File: src/design/slvd_pkg.sv
// constants, register map and field layout of the supply low-voltage detector
// assumes a 250 MHz aclk and an AXI4-Lite master with 32-bit data
//
// What this block does
// - set low flag when supply below trip
// - enabled low flag raises interrupt request
// - flag sets when tap crosses below reference
// - four-bit trip select in control bits 3:0
// - select all ones routes external pin
// - external mode: flag when pin below reference
// - software power enable; off means no flag
// - control bits 7:6 read zero, ignore writes
// - reference stable bit shows detector readiness
package slvd_pkg;
  // register byte offsets
  localparam logic [3:0] SLVD_CTRL_OFS = 4'h0;
  localparam logic [3:0] SLVD_STAT_OFS = 4'h4;
  localparam logic [3:0] SLVD_IEN_OFS = 4'h8;
  localparam logic [3:0] SLVD_ICLR_OFS = 4'hc;
  // control register fields
  localparam int SLVD_SEL_LSB = 0;
  localparam int SLVD_SEL_W = 4;
  localparam int SLVD_EN_BIT = 4;
  localparam int SLVD_RST_BIT = 5;
  localparam logic [3:0] SLVD_SEL_EXT = 4'hf;
  // reset values of the control register
  localparam logic [3:0] SLVD_SEL_RST = 4'h5;
  localparam logic SLVD_EN_RST = 1'b0;
  // status bits: 0 supply low, 1 reference became stable
  localparam int SLVD_NEV = 2;
  localparam int SLVD_EV_LOW = 0;
  localparam int SLVD_EV_REF = 1;
  // axi responses
  localparam logic [1:0] SLVD_RESP_OK = 2'h0;
  localparam logic [1:0] SLVD_RESP_SLVERR = 2'h2;
  // reference settling time after power enable
  localparam int SLVD_REF_SETTLE_NS = 20;
  localparam int SLVD_CLK_MHZ = 250;
  localparam int SLVD_REF_CYC = (SLVD_REF_SETTLE_NS * SLVD_CLK_MHZ + 999) / 1000;
endpackage : slvd_pkg

File: src/design/slvd_top.sv
// supply low-voltage detector: control register, flag, interrupt, axi4-lite slave
// assumes comparator outputs are asynchronous, high while the input is below reference
`timescale 1ns/1ns
`default_nettype none
module slvd_top
#(
  parameter int REF_CYC = slvd_pkg::SLVD_REF_CYC
)
(
  // clock and reset
  input wire logic aclk,
  input wire logic aresetn,
  // axi4-lite write address
  input wire logic awvalid,
  output logic awready,
  input wire logic [3:0] awaddr,
  // axi4-lite write data
  input wire logic wvalid,
  output logic wready,
  input wire logic [31:0] wdata,
  input wire logic [3:0] wstrb,
  // axi4-lite write response
  output logic bvalid,
  input wire logic bready,
  output logic [1:0] bresp,
  // axi4-lite read address
  input wire logic arvalid,
  output logic arready,
  input wire logic [3:0] araddr,
  // axi4-lite read data
  output logic rvalid,
  input wire logic rready,
  output logic [31:0] rdata,
  output logic [1:0] rresp,
  // analog side
  input wire logic tap_below_ref,
  input wire logic external_trip_input,
  output logic [3:0] tap_select,
  output logic ext_route,
  output logic detector_power_enable,
  // interrupt
  output logic irq
);
  import slvd_pkg::*;

  //////////////////////////////////////////////////////////////////////////////
  // registers
  logic [3:0] trip_select_r;
  logic en_r;
  logic reference_stable_r;
  logic [7:0] settle_r;
  logic [SLVD_NEV-1:0] stat_r;
  logic [SLVD_NEV-1:0] ien_r;
  logic [3:0] awaddr_r;
  logic aw_have_r;
  logic [31:0] wdata_r;
  logic [3:0] wstrb_r;
  logic w_have_r;

  //////////////////////////////////////////////////////////////////////////////
  // comparator path
  logic tap_sync;
  logic ext_sync;
  slvd_sync u_sync_tap
  (
    .aclk(aclk),
    .aresetn(aresetn),
    .d(tap_below_ref),
    .q(tap_sync)
  );
  slvd_sync u_sync_ext
  (
    .aclk(aclk),
    .aresetn(aresetn),
    .d(external_trip_input),
    .q(ext_sync)
  );

  wire ext_mode = (trip_select_r == SLVD_SEL_EXT);
  // pin compared against reference in external mode
  wire below = ext_mode ? ext_sync : tap_sync;
  // no flag until enabled and reference settled, so stale compare is ignored
  wire low_ev = below & en_r & reference_stable_r;
  wire ref_ev = en_r & ~reference_stable_r & (settle_r == 8'(REF_CYC - 1));

  //////////////////////////////////////////////////////////////////////////////
  // bus decode
  wire do_write = aw_have_r & w_have_r & ~bvalid;
  wire wr_ctrl = do_write & (awaddr_r[3:2] == SLVD_CTRL_OFS[3:2]) & wstrb_r[0];
  wire wr_ien = do_write & (awaddr_r[3:2] == SLVD_IEN_OFS[3:2]) & wstrb_r[0];
  wire wr_iclr = do_write & (awaddr_r[3:2] == SLVD_ICLR_OFS[3:2]) & wstrb_r[0];
  wire [SLVD_NEV-1:0] ev = {ref_ev, low_ev};
  wire [SLVD_NEV-1:0] clr = wr_iclr ? wdata_r[SLVD_NEV-1:0] : '0;
  // set wins over a clear in the same cycle
  wire [SLVD_NEV-1:0] stat_nxt = (stat_r & ~clr) | ev;
  wire [7:0] ctrl_rd = {2'b00, reference_stable_r, en_r, trip_select_r};
  wire [31:0] rd_nxt =
    (araddr[3:2] == SLVD_CTRL_OFS[3:2]) ? {24'h0, ctrl_rd} :
    (araddr[3:2] == SLVD_STAT_OFS[3:2]) ? {30'h0, stat_r} :
    (araddr[3:2] == SLVD_IEN_OFS[3:2]) ? {30'h0, ien_r} : 32'h0;
  wire rd_take = arvalid & arready;

  //////////////////////////////////////////////////////////////////////////////
  // control register and settle counter
  always_ff @(posedge aclk)
  begin
    if (!aresetn)
    begin
      trip_select_r <= SLVD_SEL_RST;
      en_r <= SLVD_EN_RST;
    end
    else if (wr_ctrl)
    begin
      trip_select_r <= wdata_r[SLVD_SEL_LSB +: SLVD_SEL_W];
      en_r <= wdata_r[SLVD_EN_BIT];
    end
  end

  // reference stable only after settle time with power on
  always_ff @(posedge aclk)
  begin
    if (!aresetn || !en_r)
    begin
      settle_r <= 8'h0;
      reference_stable_r <= 1'b0;
    end
    else if (!reference_stable_r)
    begin
      settle_r <= settle_r + 8'h1;
      reference_stable_r <= ref_ev;
    end
  end

  //////////////////////////////////////////////////////////////////////////////
  // status, enable and interrupt
  always_ff @(posedge aclk)
  begin
    if (!aresetn)
    begin
      stat_r <= '0;
      ien_r <= '0;
      irq <= 1'b0;
    end
    else
    begin
      stat_r <= stat_nxt;
      if (wr_ien)
        ien_r <= wdata_r[SLVD_NEV-1:0];
      irq <= |(stat_nxt & (wr_ien ? wdata_r[SLVD_NEV-1:0] : ien_r));
    end
  end

  //////////////////////////////////////////////////////////////////////////////
  // analog outputs
  always_ff @(posedge aclk)
  begin
    if (!aresetn)
    begin
      tap_select <= SLVD_SEL_RST;
      ext_route <= 1'b0;
      detector_power_enable <= SLVD_EN_RST;
    end
    else
    begin
      tap_select <= trip_select_r;
      ext_route <= ext_mode;
      detector_power_enable <= en_r;
    end
  end

  //////////////////////////////////////////////////////////////////////////////
  // axi write channel: address and data held until both present
  always_ff @(posedge aclk)
  begin
    if (!aresetn)
    begin
      aw_have_r <= 1'b0;
      w_have_r <= 1'b0;
      awaddr_r <= 4'h0;
      wdata_r <= 32'h0;
      wstrb_r <= 4'h0;
      awready <= 1'b0;
      wready <= 1'b0;
      bvalid <= 1'b0;
      bresp <= SLVD_RESP_OK;
    end
    else
    begin
      awready <= ~aw_have_r & ~(awvalid & awready) & ~bvalid;
      wready <= ~w_have_r & ~(wvalid & wready) & ~bvalid;
      if (awvalid && awready)
      begin
        aw_have_r <= 1'b1;
        awaddr_r <= awaddr;
      end
      if (wvalid && wready)
      begin
        w_have_r <= 1'b1;
        wdata_r <= wdata;
        wstrb_r <= wstrb;
      end
      if (do_write)
      begin
        aw_have_r <= 1'b0;
        w_have_r <= 1'b0;
        bvalid <= 1'b1;
        // status is read only
        bresp <= (awaddr_r[3:2] == SLVD_STAT_OFS[3:2]) ? SLVD_RESP_SLVERR : SLVD_RESP_OK;
      end
      else if (bvalid && bready)
        bvalid <= 1'b0;
    end
  end

  //////////////////////////////////////////////////////////////////////////////
  // axi read channel
  always_ff @(posedge aclk)
  begin
    if (!aresetn)
    begin
      arready <= 1'b0;
      rvalid <= 1'b0;
      rdata <= 32'h0;
      rresp <= SLVD_RESP_OK;
    end
    else
    begin
      arready <= ~rvalid & ~rd_take;
      if (rd_take)
      begin
        rvalid <= 1'b1;
        rdata <= rd_nxt;
        rresp <= (araddr[3:2] == SLVD_ICLR_OFS[3:2]) ? SLVD_RESP_SLVERR : SLVD_RESP_OK;
      end
      else if (rvalid && rready)
        rvalid <= 1'b0;
    end
  end
endmodule : slvd_top
`default_nettype wire

File: src/design/slvd_sync.sv
// two-flop level synchroniser
// assumes an asynchronous single-bit input
`timescale 1ns/1ns
`default_nettype none
module slvd_sync
(
  // clock and reset
  input wire logic aclk,
  input wire logic aresetn,
  // level in and out
  input wire logic d,
  output logic q
);
  logic meta_r;
  always_ff @(posedge aclk)
  begin
    if (!aresetn)
    begin
      meta_r <= 1'b0;
      q <= 1'b0;
    end
    else
    begin
      meta_r <= d;
      q <= meta_r;
    end
  end
endmodule : slvd_sync
`default_nettype wire

File: config.mk
export PLATFORM = sky130hd
export DESIGN_NAME = slvd_top
export DESIGN_NICKNAME = d
export VERILOG_FILES = /design/src/design/slvd_pkg.sv /design/src/design/slvd_top.sv /design/src/design/slvd_sync.sv
export SDC_FILE = /design/constraint.sdc
export NUM_CORES = 1
export LEC_CHECK = 0
export ABC_AREA = 0
export BUFFER_PORTS_ARGS = -buffer_cell sky130_fd_sc_hd__buf_2
export CAP_MARGIN = 20
export CORE_MARGIN = 1
export CORE_UTILIZATION = 48
export CTS_BUF_LIST = sky130_fd_sc_hd__clkbuf_8
export DETAILED_ROUTE_END_ITERATION = 8
export PLACE_DENSITY = 0.93
export SLEW_MARGIN = 40
export SYNTH_ARGS = -nofsm -noshare
export SYNTH_HDL_FRONTEND = slang
export SYNTH_HIERARCHICAL = 1
export SYNTH_SLANG_ARGS = --single-unit
File: constraint.sdc
create_clock -name aclk -period 1.6 [get_ports aclk]
set_clock_uncertainty 0.05 [all_clocks]
set_input_delay 0.24 -clock aclk [delete_from_list [all_inputs] [get_ports aclk]]
set_output_delay 0.24 -clock aclk [all_outputs]
set_load 0.005 [all_outputs]
==> flow_metrics.py <==
metrics = {
    "status": {
        "outcome": "complete, no violations",
    },
    "finish": {
        "final_cells": 324,
        "drive_gt1_frac": 0.210,
        "final_cell_mix": "dfxtp_1, buf_2, conb_1",
        "area_delta_synth_final_pct": 11.8,
        "final_common_cell": "dfxtp_1",
        "final_nets": 326,
        "n_antenna_cell": 0,
    },
    "timing": {
        "timing.setup.tns_ns": 0,
        "finalCritPeriodShare": 0.951,
        "drv_slew": 0,
        "finalCriticalPeriod_ns": 1.52,
        "post-route-worst-setup-slack_ns": 0.0777,
        "holdWs_ns": 0.0853,
        "fmax_mhz": 657,
        "setup_violations": 0,
        "finalHoldViolCount": 0,
    },
    "place": {
        "portBuffers": 38,
        "place.gp.congestion": 0.775,
        "dp.cells": 313,
        "place_ws_ns": 0.0641,
        "place_hpwl_mm": 2.55,
    },
    "critical_path": {
        "ff2ff_path_depth": 4,
        "path_max_fanout": 6,
        "worstPathRequired_ns": 1.76,
        "arrival_ns": 1.68,
        "rr_endpoint": "trip_select_r[1]",
        "cp-start-kind": "register",
        "regToRegSetupSlack_ns": 0.08,
        "worstSetupEndpointType": "register",
        "reg2reg_from": "bvalid",
        "crit_path_end": "trip_select_r[1]",
        "crit_type": "reg2reg",
        "cp-startpoint": "bvalid",
    },
    "clock_tree": {
        "clock-sinks": 52,
        "cts_made_buffers": 5,
        "path_clk_slew_ns": 0.09,
        "worstSkewPairLatency_ns": 0.31,
        "htree_levels": 2,
        "clk_path_buf_depth": 2,
        "cts_tree": "done",
        "cts_root_buf": "clkbuf_8",
    },
    "floorplanning": {
        "initial_core_util": 0.503,
        "die_w_um": 69.5,
        "row_count": 24,
        "core_mm2": 0.00435,
        "die_area_mm2": 0.00483,
        "ios": 101,
        "fp.dieH_um": 69.5,
    },
    "yosys": {
        "yosys.area.top_type": "dfxtp_1",
        "synth_edf_count": 0,
        "async_flop_share": 0,
        "avgSynthCellArea_um2": 9.51,
        "ys_ff_latch": 52,
        "synth_cells": 230,
        "synthesis.area_mm2": 0.00219,
        "synth_seq_area_share": 0.476,
        "synthFlopType": "dfxtp_1",
        "ys_types": 37,
        "synth_top_area_share": 0.476,
        "ys_warn_count": 6,
        "synth.area.top_cells": "dfxtp_1, buf_4, mux2i_1",
    },
    "global_routing": {
        "grt_use_total": 0.157,
        "antenna_found_initial": 0,
        "grt_pass1_wl_mm": 6.05,
        "grt_start_max_net_pins": 23,
        "grt_pass1_vias": 1368,
        "gr-total-overflow": 0,
    },
    "detailed_routing": {
        "wirelength_mm": 3.50,
        "drt-pass1-iter-count": 4,
        "drtIter0Drc": 39,
        "vias": 1559,
        "detail-route-antenna-nets": 0,
        "drc": 0,
        "vias_per_cell": 4.81,
        "wl_per_cell_um": 10.8,
    },
    "power_and_ir_drop": {
        "powerDensity_mw_per_mm2": 972,
        "ir_worst_vdd_v": 0.000521,
        "p_leak_nw": 1.09,
    },
    "min_path": {
        "hold_path.class": "in2reg",
    },
    "flow_run": {
        "max_cap_viol_count": 0,
    },
}
[worst max-delay path, stage by stage (launching register included)]
cell and delay, ns:
dfxtp_2 0.33, nand3b_4 0.18, or4b_4 0.59, mux2i_1 0.20, nor2b_1 0.07
[per-stage QoR]
stage,instance area (um^2),util,power [mW]
finish,2450,0.562,2.38
global route,2450,0.562,2.50
CTS,2420,0.556,2.40
detailed placement,2310,0.530,1.52
global placement,2310,0.530,1.52
floorplan,2290,-,1.52
[how the worst min path moves through the flow]
stage                        endpoint           startpoint  cells after the start
detailed placement       u_sync_tap/q    u_sync_tap/meta_r                      1
floorplan           u_sync_ext/meta_r              aresetn                      1
global route        u_sync_ext/meta_r  external_trip_input                      2
CTS                 u_sync_ext/meta_r  external_trip_input                      2
finish              u_sync_ext/meta_r  external_trip_input                      2
global placement         u_sync_ext/q    u_sync_ext/meta_r                      1
[layer usage]
| metal | track usage | routed length, um | share of wire |
|---|---|---|---|
| met5 | 0 | 0 | 0 |
| met4 | 0.0612 | 62 | 0.018 |
| met3 | 0.0538 | 208 | 0.059 |
| met2 | 0.254 | 1620 | 0.46 |
| met1 | 0.192 | 1610 | 0.46 |
[Yosys cell counts, types with 2 or more instances]
master and number:
dfxtp_1 52, buf_4 28, nand2_1 22, nand3_1 13, nor2_1 13, a21boi_0 11, nor2b_1 11, mux2i_1 10
and2_1 8, a21oi_1 6, nand4_1 6, clkbuf_1 5, xor2_1 5, a22oi_1 4, inv_1 4, nand2b_1 3
nor3b_1 3, a211oi_1 2, and3b_2 2, ha_1 2, nor3_1 2, o21ai_0 2, xnor2_1 2
[registers in the layout, indices dropped and copies added, names as in the netlist, 2 cells and up]
register,cells
wdata_r,5
awaddr_r,2
ien_r,2
tap_select,4
rdata,6
trip_select_r,4
stat_r,2
settle_r,8
[power by group]
| group | internal, mW | leakage, nW | switching, mW |
|---|---|---|---|
| Sequential | 1.33 | 0.423 | 0.0295 |
| Combinational | 0.0647 | 0.612 | 0.0737 |
| Clock | 0.463 | 0.0541 | 0.421 |
| Total | 1.85 | 1.09 | 0.525 |
[what timing repair did]
item	CTS	global route
endpoints found under the setup margin	0	2
buffers inserted	0	3
resized for setup	0	2
hold buffers	0	0
[kinds of logic after synthesis]
group / share of synthesized area
mux: 0.0457
compound gates: 0.0840
buf+inv: 0.121
simple gates: 0.232
fa+ha+maj: 0.0114
flops: 0.476
xor+xnor: 0.0280
other cells: 0.00171
[layout make-up]
class | instances | area, um^2
clock buffers | 5 | 68.8
clock inverters | 3 | 42.5
fillers | 392 | 1910
inverters | 4 | 15.0
multi-input cells | 165 | 983
flip-flops and latches | 52 | 1040
well taps | 52 | 65.1
repair buffers | 43 | 228
Power figures use the tool's default switching activity.
